[src/arpc_map.svh]
// constants for the audio recorder/player controller
// assumes inclusion by bare name from design files
`ifndef ARPC_MAP_SVH
`define ARPC_MAP_SVH
`define ARPC_SAMPLE_BITS 16
`define ARPC_FIFO_DEPTH 16
`define ARPC_CLK_PERIOD_PS 5000
`define ARPC_DEBOUNCE_US 10
`define ARPC_DEBOUNCE_CYCLES ((`ARPC_DEBOUNCE_US * 1000000) / `ARPC_CLK_PERIOD_PS)
`define ARPC_RATE_96K 3'h0
`define ARPC_RATE_48K 3'h1
`define ARPC_RATE_44K1 3'h2
`define ARPC_RATE_32K 3'h3
`define ARPC_RATE_8K 3'h4
`define ARPC_SRC_MIC 1'h0
`define ARPC_SRC_LINE 1'h1
`endif

[src/arpc_pkg.sv]
// types shared by the audio recorder/player controller
// assumes arpc_map.svh is on the include path
`include "arpc_map.svh"
package arpc_pkg;
  typedef enum logic [2:0] {
    arpc_rate_96k_type_v,
    arpc_rate_48k_type_v,
    arpc_rate_44k1_type_v,
    arpc_rate_32k_type_v,
    arpc_rate_8k_type_v
  } arpc_rate_type;
  typedef struct packed {
    logic [`ARPC_SAMPLE_BITS-1:0] left;
    logic [`ARPC_SAMPLE_BITS-1:0] right;
  } arpc_frame_type;
endpackage

[src/arpc_fifo.sv]
// parameterised synchronous fifo with valid/ready on both sides
// assumes one clock and synchronous active-high reset
`timescale 1ns/1ps
module arpc_fifo #(
  parameter int WIDTH = 32,
  parameter int DEPTH = 16
) (
  input wire logic ref_clk,
  input wire logic reset,
  input wire logic [WIDTH-1:0] in_data,
  input wire logic in_valid,
  output logic in_ready,
  output logic [WIDTH-1:0] out_data,
  output logic out_valid,
  input wire logic out_ready
);
  localparam int AW = $clog2(DEPTH);
  logic [WIDTH-1:0] mem [DEPTH];
  logic [AW-1:0] wr_ptr_r;
  logic [AW-1:0] rd_ptr_r;
  logic [AW:0] count_r;
  logic push;
  logic pop;
  // honest full and empty from the occupancy count
  assign in_ready = (count_r != (AW+1)'(DEPTH));
  assign out_valid = (count_r != '0);
  assign out_data = mem[rd_ptr_r];
  assign push = in_valid && in_ready;
  assign pop = out_valid && out_ready;
  // storage write
  always_ff @(posedge ref_clk) begin
    if (push) begin
      mem[wr_ptr_r] <= in_data;
    end
  end
  // pointers wrap because depth is a power of two
  always_ff @(posedge ref_clk) begin
    if (reset) begin
      wr_ptr_r <= '0;
      rd_ptr_r <= '0;
      count_r <= '0;
    end else begin
      if (push) wr_ptr_r <= wr_ptr_r + 1'b1;
      if (pop) rd_ptr_r <= rd_ptr_r + 1'b1;
      if (push && !pop) count_r <= count_r + 1'b1;
      else if (pop && !push) count_r <= count_r - 1'b1;
    end
  end
endmodule

[src/arpc_debounce.sv]
// push-button synchroniser, debouncer and press detector
// assumes an active-low asynchronous button pin
`timescale 1ns/1ps
`include "arpc_map.svh"
module arpc_debounce (
  input wire logic ref_clk,
  input wire logic reset,
  input wire logic button_n,
  output logic press
);
  localparam int CW = $clog2(`ARPC_DEBOUNCE_CYCLES + 1);
  localparam logic [CW-1:0] LIMIT = CW'(`ARPC_DEBOUNCE_CYCLES);
  logic sync1_r;
  logic sync2_r;
  logic stable_r;
  logic [CW-1:0] cnt_r;
  // two-stage synchroniser, first stage feeds only the second
  always_ff @(posedge ref_clk) begin
    if (reset) begin
      sync1_r <= 1'h1;
      sync2_r <= 1'h1;
    end else begin
      sync1_r <= button_n;
      sync2_r <= sync1_r;
    end
  end
  // accept a new level only after it held for the full window
  always_ff @(posedge ref_clk) begin
    if (reset) begin
      stable_r <= 1'h1;
      cnt_r <= '0;
      press <= 1'h0;
    end else begin
      press <= 1'h0;
      if (sync2_r == stable_r) begin
        cnt_r <= '0;
      end else if (cnt_r == LIMIT) begin
        cnt_r <= '0;
        stable_r <= sync2_r;
        press <= !sync2_r;
      end else begin
        cnt_r <= cnt_r + 1'b1;
      end
    end
  end
endmodule

[src/arpc_top.sv]
// audio recorder/player control: buttons, switches, i2s slave and buffers
// assumes codec is i2s master; store side is a processor audio buffer
// Overview of operation
// - the source switch low picks microphone, high picks line input.
// - rate switches decode 000 96K, 001 48K, 010 44.1K, 011 32K, 100 8K, else 96K.
// - each record press starts recording when idle and stops it when running.
// - each play press starts playback when idle and stops it when running.
// - recording ends by itself once the store has no free space.
// - playback ends by itself after the last stored sample went to the codec.
// - the serial link carries i2s frames of 16-bit sample words.
// - the codec drives bit and frame clocks and this block follows them both ways.
// - the 18.432MHz pll clock is passed straight to the codec master clock pin.
// - the codec i2c clock and data are plain software-driven i/o lines.
// - the block sends playback samples and receives recorded samples on the link.
`timescale 1ns/1ps
`include "arpc_map.svh"
module arpc_top
  import arpc_pkg::*;
(
  input wire logic ref_clk,
  input wire logic reset,
  input wire logic source_select_switch,
  input wire logic rate_select_bit2,
  input wire logic rate_select_bit1,
  input wire logic rate_select_bit0,
  input wire logic record_button_n,
  input wire logic play_button_n,
  input wire logic pll_clk,
  output logic codec_master_clock_pin,
  input wire logic codec_bit_clock,
  input wire logic codec_frame_clock,
  input wire logic codec_adc_data,
  output logic codec_dac_data,
  input wire logic i2c_clock_out,
  input wire logic i2c_clock_oe,
  output logic i2c_clock_in,
  input wire logic i2c_data_out,
  input wire logic i2c_data_oe,
  output logic i2c_data_in,
  input wire logic codec_i2c_clock_in,
  output logic codec_i2c_clock_out,
  output logic codec_i2c_clock_oe,
  input wire logic codec_i2c_data_in,
  output logic codec_i2c_data_out,
  output logic codec_i2c_data_oe,
  output logic line_input_select,
  output arpc_pkg::arpc_rate_type sample_rate,
  output logic recording,
  output logic playing,
  input wire logic store_full,
  output arpc_pkg::arpc_frame_type rec_data,
  output logic rec_valid,
  input wire logic rec_ready,
  input wire logic play_last,
  input wire arpc_pkg::arpc_frame_type play_data,
  input wire logic play_valid,
  output logic play_ready
);
  import arpc_pkg::*;
  localparam int SW = `ARPC_SAMPLE_BITS;
  logic rec_press;
  logic play_press;
  logic recording_r;
  logic playing_r;
  logic last_pending_r;
  logic [2:0] bclk_sync_r;
  logic [2:0] lrck_sync_r;
  logic [1:0] adc_sync_r;
  logic bclk_rise;
  logic bclk_fall;
  logic lrck_prev_r;
  logic lrck_edge;
  logic [4:0] bit_cnt_r;
  logic [SW-1:0] rx_shift_r;
  logic [SW-1:0] rx_left_r;
  logic [SW-1:0] tx_shift_r;
  arpc_frame_type tx_frame_r;
  arpc_frame_type rx_frame_r;
  logic rx_push_r;
  logic tx_out_valid;
  logic rx_in_ready;
  arpc_frame_type tx_head;
  logic tx_pop;
  logic [2:0] rate_bits;
  logic [3:0] sw_meta_r;
  logic [3:0] sw_sync_r;
  logic [1:0] i2c_meta_r;
  logic [1:0] i2c_sync_r;
  logic play_fifo_ready;
  logic play_open;

  // master clock is a pure pass-through; no logic touches it
  assign codec_master_clock_pin = pll_clk;

  // i2c lines are bare gpio; software bit-bangs the codec config
  assign codec_i2c_clock_out = i2c_clock_out;
  assign codec_i2c_clock_oe = i2c_clock_oe;
  assign codec_i2c_data_out = i2c_data_out;
  assign codec_i2c_data_oe = i2c_data_oe;

  // returning pin levels are foreign; two flops before software reads them
  always_ff @(posedge ref_clk) begin
    if (reset) begin
      i2c_meta_r <= 2'h0;
      i2c_sync_r <= 2'h0;
    end else begin
      i2c_meta_r <= {codec_i2c_clock_in, codec_i2c_data_in};
      i2c_sync_r <= i2c_meta_r;
    end
  end
  assign i2c_clock_in = i2c_sync_r[1];
  assign i2c_data_in = i2c_sync_r[0];

  // slide switches are foreign pins: two flops before the decode reads them
  always_ff @(posedge ref_clk) begin
    if (reset) begin
      sw_meta_r <= 4'h0;
      sw_sync_r <= 4'h0;
    end else begin
      sw_meta_r <= {rate_select_bit2, rate_select_bit1, rate_select_bit0, source_select_switch};
      sw_sync_r <= sw_meta_r;
    end
  end

  // source selection and rate decode, registered so outputs come from flops
  assign rate_bits = sw_sync_r[3:1];
  always_ff @(posedge ref_clk) begin
    if (reset) begin
      line_input_select <= 1'h0;
      sample_rate <= arpc_rate_96k_type_v;
    end else begin
      line_input_select <= (sw_sync_r[0] == `ARPC_SRC_LINE);
      case (rate_bits)
        `ARPC_RATE_96K: sample_rate <= arpc_rate_96k_type_v;
        `ARPC_RATE_48K: sample_rate <= arpc_rate_48k_type_v;
        `ARPC_RATE_44K1: sample_rate <= arpc_rate_44k1_type_v;
        `ARPC_RATE_32K: sample_rate <= arpc_rate_32k_type_v;
        `ARPC_RATE_8K: sample_rate <= arpc_rate_8k_type_v;
        default: sample_rate <= arpc_rate_96k_type_v;
      endcase
    end
  end

  // button cleaning, one pulse per press
  arpc_debounce u_rec_btn (
    .ref_clk(ref_clk),
    .reset(reset),
    .button_n(record_button_n),
    .press(rec_press)
  );
  arpc_debounce u_play_btn (
    .ref_clk(ref_clk),
    .reset(reset),
    .button_n(play_button_n),
    .press(play_press)
  );

  // record state: press toggles, a full store ends it
  always_ff @(posedge ref_clk) begin
    if (reset) begin
      recording_r <= 1'h0;
    end else if (recording_r && store_full) begin
      recording_r <= 1'h0;
    end else if (rec_press) begin
      recording_r <= !recording_r;
    end
  end

  // play state: press toggles, the last sample leaving the link ends it
  // the stop waits for the left-start edge after the buffer ran dry, so the final right word is out
  always_ff @(posedge ref_clk) begin
    if (reset) begin
      playing_r <= 1'h0;
      last_pending_r <= 1'h0;
    end else begin
      if (play_press) begin
        playing_r <= !playing_r;
        last_pending_r <= 1'h0;
      end else if (playing_r && play_valid && play_ready && play_last) begin
        last_pending_r <= 1'h1;
      end else if (last_pending_r && !tx_out_valid && lrck_edge && !lrck_sync_r[1]) begin
        playing_r <= 1'h0;
        last_pending_r <= 1'h0;
      end
    end
  end
  assign recording = recording_r;
  assign playing = playing_r;

  // link clocks are foreign: two flops, then a third for edge finding
  always_ff @(posedge ref_clk) begin
    if (reset) begin
      bclk_sync_r <= 3'h0;
      lrck_sync_r <= 3'h0;
      adc_sync_r <= 2'h0;
    end else begin
      bclk_sync_r <= {bclk_sync_r[1:0], codec_bit_clock};
      lrck_sync_r <= {lrck_sync_r[1:0], codec_frame_clock};
      adc_sync_r <= {adc_sync_r[0], codec_adc_data};
    end
  end
  assign bclk_rise = bclk_sync_r[1] && !bclk_sync_r[2];
  assign bclk_fall = !bclk_sync_r[1] && bclk_sync_r[2];

  // frame edge seen at the bit clock rise that samples the new frame level
  always_ff @(posedge ref_clk) begin
    if (reset) begin
      lrck_prev_r <= 1'h0;
    end else if (bclk_rise) begin
      lrck_prev_r <= lrck_sync_r[1];
    end
  end
  assign lrck_edge = bclk_rise && (lrck_sync_r[1] != lrck_prev_r);

  // receive: msb arrives on the rise after the frame edge; the lsb lands on the
  // rise that shows the next frame edge, so the capture is tested before the count restarts
  always_ff @(posedge ref_clk) begin
    if (reset) begin
      bit_cnt_r <= 5'h0;
      rx_shift_r <= '0;
      rx_left_r <= '0;
      rx_frame_r <= '0;
      rx_push_r <= 1'h0;
    end else begin
      rx_push_r <= 1'h0;
      if (bclk_rise && bit_cnt_r == 5'(SW-1)) begin
        // the word belongs to the frame level seen before this rise
        if (!lrck_prev_r) begin
          rx_left_r <= {rx_shift_r[SW-2:0], adc_sync_r[1]};
        end else begin
          rx_frame_r <= '{left: rx_left_r, right: {rx_shift_r[SW-2:0], adc_sync_r[1]}};
          rx_push_r <= recording_r;
        end
      end
      if (lrck_edge) begin
        bit_cnt_r <= 5'h0;
      end else if (bclk_rise && bit_cnt_r != 5'(SW)) begin
        rx_shift_r <= {rx_shift_r[SW-2:0], adc_sync_r[1]};
        bit_cnt_r <= bit_cnt_r + 5'h1;
      end
    end
  end

  // record path buffer; a stalled store drops frames rather than the link
  arpc_fifo #(.WIDTH(2*SW), .DEPTH(`ARPC_FIFO_DEPTH)) u_rec_fifo (
    .ref_clk(ref_clk),
    .reset(reset),
    .in_data(rx_frame_r),
    .in_valid(rx_push_r),
    .in_ready(rx_in_ready),
    .out_data(rec_data),
    .out_valid(rec_valid),
    .out_ready(rec_ready)
  );

  // playback buffer; its ready stalls the store side
  arpc_fifo #(.WIDTH(2*SW), .DEPTH(`ARPC_FIFO_DEPTH)) u_play_fifo (
    .ref_clk(ref_clk),
    .reset(reset),
    .in_data(play_data),
    .in_valid(play_valid && play_open),
    .in_ready(play_fifo_ready),
    .out_data(tx_head),
    .out_valid(tx_out_valid),
    .out_ready(tx_pop)
  );

  // the store sees ready only while frames are really accepted
  assign play_open = playing_r && !last_pending_r;
  assign play_ready = play_fifo_ready && play_open;

  // a frame is taken from the buffer at each left-channel start while the buffer holds one
  assign tx_pop = lrck_edge && !lrck_sync_r[1] && tx_out_valid;

  // transmit: load on frame edge, first bit driven at the next fall
  // the synced fall lags about three system clocks, well inside half a bit period
  always_ff @(posedge ref_clk) begin
    if (reset) begin
      tx_frame_r <= '0;
      tx_shift_r <= '0;
      codec_dac_data <= 1'h0;
    end else begin
      if (lrck_edge) begin
        if (!lrck_sync_r[1]) begin
          tx_frame_r <= tx_pop ? tx_head : '0; // silence on underrun
          tx_shift_r <= tx_pop ? tx_head.left : '0;
        end else begin
          tx_shift_r <= tx_frame_r.right;
        end
      end else if (bclk_fall && bit_cnt_r < 5'(SW)) begin
        codec_dac_data <= tx_shift_r[SW-1];
        tx_shift_r <= {tx_shift_r[SW-2:0], 1'h0};
      end else if (bclk_fall) begin
        codec_dac_data <= 1'h0; // slots past the word carry zeros
      end
    end
  end
endmodule

[config.mk]
export PLATFORM = sky130hd
export DESIGN_NAME = arpc_top
export DESIGN_NICKNAME = d
export VERILOG_FILES = /design/src/arpc_pkg.sv /design/src/arpc_fifo.sv /design/src/arpc_debounce.sv /design/src/arpc_top.sv
export VERILOG_INCLUDE_DIRS = /design/src
export SDC_FILE = /design/constraint.sdc
export NUM_CORES = 1
export LEC_CHECK = 0
export ABC_AREA = 1
export ABC_CLOCK_PERIOD_IN_PS = 4000
export BUFFER_PORTS_ARGS = -buffer_cell sky130_fd_sc_hd__buf_2
export CORE_AREA = 2 2 421 423
export CTS_CLUSTER_DIAMETER = 200
export CTS_CLUSTER_SIZE = 28
export DETAILED_ROUTE_END_ITERATION = 16
export DIE_AREA = 0 0 423 425
export PLACE_DENSITY_LB_ADDON = 0.2
export RECOVER_POWER = 25
export SKIP_CTS_REPAIR_TIMING = 1
export SYNTH_ARGS = -nofsm -noshare
export SYNTH_HDL_FRONTEND = slang
export SYNTH_HIERARCHICAL = 1
export SYNTH_SLANG_ARGS = --single-unit
[constraint.sdc]
create_clock -name ref_clk -period 4 [get_ports ref_clk]
set_input_delay 0 -clock ref_clk [delete_from_list [all_inputs] [get_ports ref_clk]]
set_output_delay 0 -clock ref_clk [all_outputs]
set_load 0.1 [all_outputs]
Word-level counts from Yosys, hierarchy flattened --
Memories as Yosys holds them, arrays and structs flattened. A register that Yosys moved wholly into a read port is not among the register bits. Index checks and enable logic that the tools add are counted.
Operators by class: add/subtract/negate cells 11, magnitude comparators 1, eq/ne operators 14, muxes and demuxes 24, bitwise logic cells 8, reduce and logical (&&, ||, !) cells 63
Operator list (count):
- 16-bit two-way mux | 5
- 1-bit logical AND | 26
- 11-bit by 1-bit adder with 11-bit output (second input constant) | 2
- 11-bit == test (second input constant) | 2
- 5-bit two-way mux | 4
- 4-bit by 1-bit adder with 4-bit output (second input constant) | 4
- 4-bit two-way mux | 4
- 2-bit AND reduction | 8
- 5-bit by 1-bit adder with 5-bit output (second input constant) | 3
- 5-bit inequality test (second input constant) | 3
- 3-bit OR reduction | 5
- 1-bit zero test | 13
- 3-bit case mux with 4 select lines | 1
- 2-bit nonzero test | 6
- 1-bit two-way mux | 10
- 5-bit nonzero test | 2
- 5-bit by 1-bit subtractor with 5-bit output (second input constant) | 2
- 1-bit inverter | 8
- 3-bit by 2-bit == test with 1-bit output (second input constant) | 2
- 2-bit OR reduction | 3
- 5-bit by 4-bit == test with 1-bit output (second input constant) | 1
- 5-bit less-than comparator (second input constant) | 1
- 3-bit by 1-bit == test with 1-bit output (second input constant) | 1
- 3-bit == test (second input constant) | 1
- other kinds (3) | 4
Storage, ports and cells: register bits 185, RAM bits 1024, output and inout port bits 48, logic and storage cells 161, memories 2
Memories:
- u_play_fifo.mem | words 16, width 32, rd ports 1, clocked after memory_dff 1, write ports 1, RTL line arpc_fifo.sv:18 | logic [WIDTH-1:0] mem [DEPTH];
- u_rec_fifo.mem | words 16, width 32, rd ports 1, clocked after memory_dff 1, write ports 1, RTL line arpc_fifo.sv:18

Longest topological paths before layout --
depth in word-level cells 9, gate-level depth with buffers 17, mapped depth without buffers 15

Modules after synthesis --
The synthesis kept the hierarchy.
Modules (own cells, without submodules):
- arpc_fifo at u_rec_fifo | times used 1, cells each 2200, area an instance 22927.0 µm², seq. area each 15715.1 µm²
- arpc_fifo at u_play_fifo | times used 1, cells each 2200, area an instance 22907.0 µm², seq. area each 15715.1 µm²
- arpc_top | times used 1, cells each 662, area an instance 5056.1 µm², seq. area each 2582.5 µm²
- arpc_debounce | times used 2, cells each 83, area an instance 683.2 µm², seq. area each 300.3 µm²

Worst setup path after synthesis --
No wires, ideal clock.
path type reg-to-reg, start point register playing_r, in the netlist playing, end point memory u_play_fifo.mem[0][0] (enable), setup time 0.421 ns, arrival time 3.193 ns, required time 3.579 ns, path slack 0.386 ns, stages on the path, launching flop included 7, period minus slack after synthesis 3.614 ns, cell sequence dfxtp_1 > inv_1 > nor3b_1 > nand2_1 > inv_1 > nand2_1 > nor2_1
Between the ends: longest elaborated chain between the ends 5
Ends and longest elaborated chain:
- from (decl) | RTL line arpc_top.sv:64 | logic playing_r;
- from (signal assigned) | RTL line arpc_top.sv:177 | playing_r <= !playing_r;
- 1-bit logical AND | RTL line arpc_top.sv:269 | assign play_open = playing_r && !last_pending_r;
- 1-bit logical AND | RTL line arpc_top.sv:261 | .in_valid(play_valid && play_open),
- 1-bit logical AND | RTL line arpc_fifo.sv:28 | assign push = in_valid && in_ready;
- via u_play_fifo.push | RTL line arpc_fifo.sv:22 | logic push;
- 1-bit two-way mux | RTL line arpc_fifo.sv:32 | if (push) begin
- 1-bit two-way mux (not written as such) | RTL line arpc_fifo.sv:33 | mem[wr_ptr_r] <= in_data;
- to (decl) | RTL line arpc_fifo.sv:18
The timed path passes the listed nets, and every way through them passes these cells.

==> results.py <==
metrics = {
    "run_status": {
        "run_status": "finished, final reports clean",
    },
    "drt": {
        "dr.first_iter.drc_count": 2717,
        "dr_total_vias": 34100,
        "first_pass_iters": 6,
        "wire_per_inst_um": 18.2,
        "postRouteWirelength_um": 139000,
        "post_drt_via_cell_ratio": 4.47,
        "remaining_drc_errors": 0,
        "ant_nets": 0,
    },
    "logic_synthesis": {
        "synth.top_cells.by_count": "nand2_1, edfxtp_1, inv_1",
        "synth_most_common_cell": "nand2_1",
        "synth_sequential_area_ratio": 0.662,
        "synth-main-ff-cell": "edfxtp_1",
        "syn-mean-instance-area_um2": 10.0,
        "synth_top_family_by_area": "simple AND/OR/NAND/NOR gates",
        "synth_xor_area_frac": 0.00285,
        "synth_edf_count": 1024,
        "synthesis.area_mm2": 0.0523,
        "ys_top_cells_by_area": "edfxtp_1, nand2_1, nand3_1, dfxtp_1, inv_1",
        "synth.yosys.warnings": 6,
        "synth-seq-cells": 1217,
        "ys_async_sr_fraction": 0,
        "syn_nets": 5309,
        "synth_largest_area_cell": "edfxtp_1",
        "synthDistinctLibCells": 41,
        "synthDominantCellAreaShare": 0.588,
        "post_synth_fa_ha_maj_area_fraction": 0.00675,
        "synth_compound_area_frac": 0.0168,
        "muxShareOfSynthArea": 0,
        "synthSimpleGateAreaFrac": 0.215,
        "synthCells": 5228,
    },
    "setup_path": {
        "cp_data_arrival_time_ns": 3.33,
        "cp.required_ns": 4.00,
        "critPathLaunchType": "flip-flop",
        "critical_path.max_fanout": 39,
        "crit_type": "flip-flop to output port",
        "end_kind": "output port",
    },
    "placed_design": {
        "gp_congestion": 0.758,
        "dpl-instance-area_mm2": 0.0551,
        "placement.io_buffers": 91,
        "dp.final_hpwl_um": 77700,
    },
    "clock_tree": {
        "insertion_delay_ns": 0.72,
        "clock_path_buffers": 3,
        "cts.sink_count": 1217,
        "tritoncts.num_buffers": 50,
        "clock_tree.root_cell": "clkbuf_16",
        "cts_tree": "done",
        "cts_htree_levels": 2,
        "worst_setup_hold_path_clk_slew_ns": 0.11,
    },
    "timing": {
        "final_worst_path_period_need_ns": 3.33,
        "hold_violations": 0,
        "max-slew-margin-rel": 0.211,
        "setup_total_negative_slack_ns": 0,
        "tightestPinTransition_ns": 1.18,
        "finalSetupViolCount": 0,
        "timing.final.crit_share": 0.832,
        "max_freq_mhz": 300,
        "grt_setup_unrepaired": "no",
        "number_of_slew_limit_violations_in_the_final_report": 0,
        "finClkSkew_ns": 0.0588,
    },
    "die": {
        "floorplan.die.height_um": 425,
        "coreArea_mm2": 0.175,
        "floorplan.initialDensity": 0.298,
        "num_rows": 154,
        "die-area_mm2": 0.180,
        "top_level_pins": 102,
        "chipWidth_um": 423,
    },
    "power": {
        "switching_share": 0.292,
        "cellPowerDensity_mw_per_mm2": 420,
        "peak_supply_drop_mv": 0.299,
        "p_seq_frac": 0.573,
        "combinationalPowerShare": 0.153,
        "share_clk_of_total_power": 0.274,
        "power.net_switching_mw": 7.00,
        "fin_total_pwr_mw": 24.0,
        "p_int_mw": 17.0,
        "leakagePower_nw": 22.9,
    },
    "global_route": {
        "grt-ovfl-total": 0,
        "antenna_found_initial": 2,
        "globalRouteTotalUtil": 0.152,
        "grt_pass1_vias": 32600,
        "grt_start_max_net_pins": 171,
        "global_route_wire_length_before_repair_um": 210000,
    },
    "finish": {
        "finish.net_count": 5331,
        "postLayoutCellArea_mm2": 0.0571,
        "final.fill_count": 18000,
        "final_layout_size_suffix_gt1_frac": 0.0541,
        "area.growth.synth_to_final_pct": 9.27,
    },
    "flow_run": {
        "cap_violations": 0,
    },
    "hold_path": {
        "hold_path.class": "input pin to output port",
    },
}
==> cell families after synthesis <==
family | count (synthesis)
buffers and inverters | 1154
AOI/OAI and AO/OA | 174
DFF | 1217
and+or+nand+nor | 2639
xor gates and xnor gates | 17
adders and majority gates | 27
==> power groups by stage <==
| stage | sequential, mW | combinational, mW | clock, mW |
|---|---|---|---|
| 3_3_place_gp | 14.0 | 3.67 | 0 |
| 2_1_floorplan | 14.0 | 2.92 | 0 |
| 6_report | 13.7 | 3.66 | 6.56 |
| 5_1_grt | 13.7 | 3.99 | 7.23 |
| 4_1_cts | 13.7 | 3.69 | 6.86 |
| 3_5_place_dp | 14.0 | 3.69 | 0 |
==> path summary, 6_finish.rpt <==
| kind | startpoint | end | slack [ns] | depth (start not counted) |
|---|---|---|---|---|
| max | flip-flop | rec_data[3] | 0.67 | 6 |
| min | i2c_data_oe | codec_i2c_data_oe | 0.0001 | 0 |
| max reg2reg | lrck_sync_r[1] | u_play_fifo/count_r[4] | 0.99 | 14 |
| min reg2reg | sw_meta_r[1] | sw_sync_r[1] | 0.40 | 2 |
==> layer usage <==
layer / global-route usage / wire, um / part of all wire
met5: 0 / 7 / 0.000051
met4: 0.0365 / 3100 / 0.022
met3: 0.0168 / 5800 / 0.042
met2: 0.253 / 64700 / 0.47
met1: 0.212 / 65000 / 0.47
==> critical path, cell delays in order (launching register included) <==
cell and delay [ns]:
dfxtp_4 0.49, inv_2 0.89, buf_4 0.58, nand3_1 0.14
nand3_1 0.09, nand2_1 0.13, buf_2 0.33
==> metrics by stage <==
stage                     utilization  cells  hold slack, ns  setup slack, ns
after detailed placement        0.314   7487        0.000681             1.01
after global routing            0.326   7632        0.000598            0.424
after floorplan                     -   5228          0.0691            0.386
after CTS                       0.323   7580          -0.576            0.550
final                           0.326   7635        0.000130            0.671
after global placement          0.314   7487        0.000681            0.982
==> final cells by class <==
cell class / count / area, um^2 / area share
Sequential cell: 1217 / 34600 / 0.607
Multi-Input combinational cell: 2857 / 12900 / 0.225
Inverter: 899 / 3400 / 0.0595
Tap cell: 2340 / 2930 / 0.0513
Timing Repair Buffer: 225 / 1760 / 0.0309
Clock buffer: 88 / 1390 / 0.0244
Clock inverter: 5 / 113 / 0.00197
Antenna cell: 4 / 10.0 / 0.000175
==> sequential cells by signal (all words and copies together), names as in the netlist, 4 cells and up, named ones only <==
register,flops
u_play_btn/cnt_r,11
u_play_fifo/count_r,5
rx_left_r,16
u_rec_fifo/rd_ptr_r,4
tx_shift_r,16
u_rec_fifo/mem,512
rx_frame_r,32
u_rec_fifo/wr_ptr_r,4
u_rec_btn/cnt_r,11
u_play_fifo/rd_ptr_r,4
u_play_fifo/mem,512
sw_meta_r,4
bit_cnt_r,5
u_play_fifo/wr_ptr_r,4
rx_shift_r,15
tx_frame_r,16
u_rec_fifo/count_r,5
sw_sync_r,4
==> placed cells by master, fill, tap and decap left out, types with 39 or more instances in the layout <==
cell           synthesis  routed
a21oi_1              106     106
dfxtp_1              193     185
nand2_1             1552    1552
o21ai_0               61      61
nand3_1              840     840
buf_4                 26      67
nor2_4                 7      39
inv_1                889     884
buf_2                102      58
dlygate4sd3_1          0      51
clkbuf_16              0      50
nor2_1               185     153
clkbuf_1              42      70
edfxtp_1            1024    1024
Power figures use the tool's default switching activity.
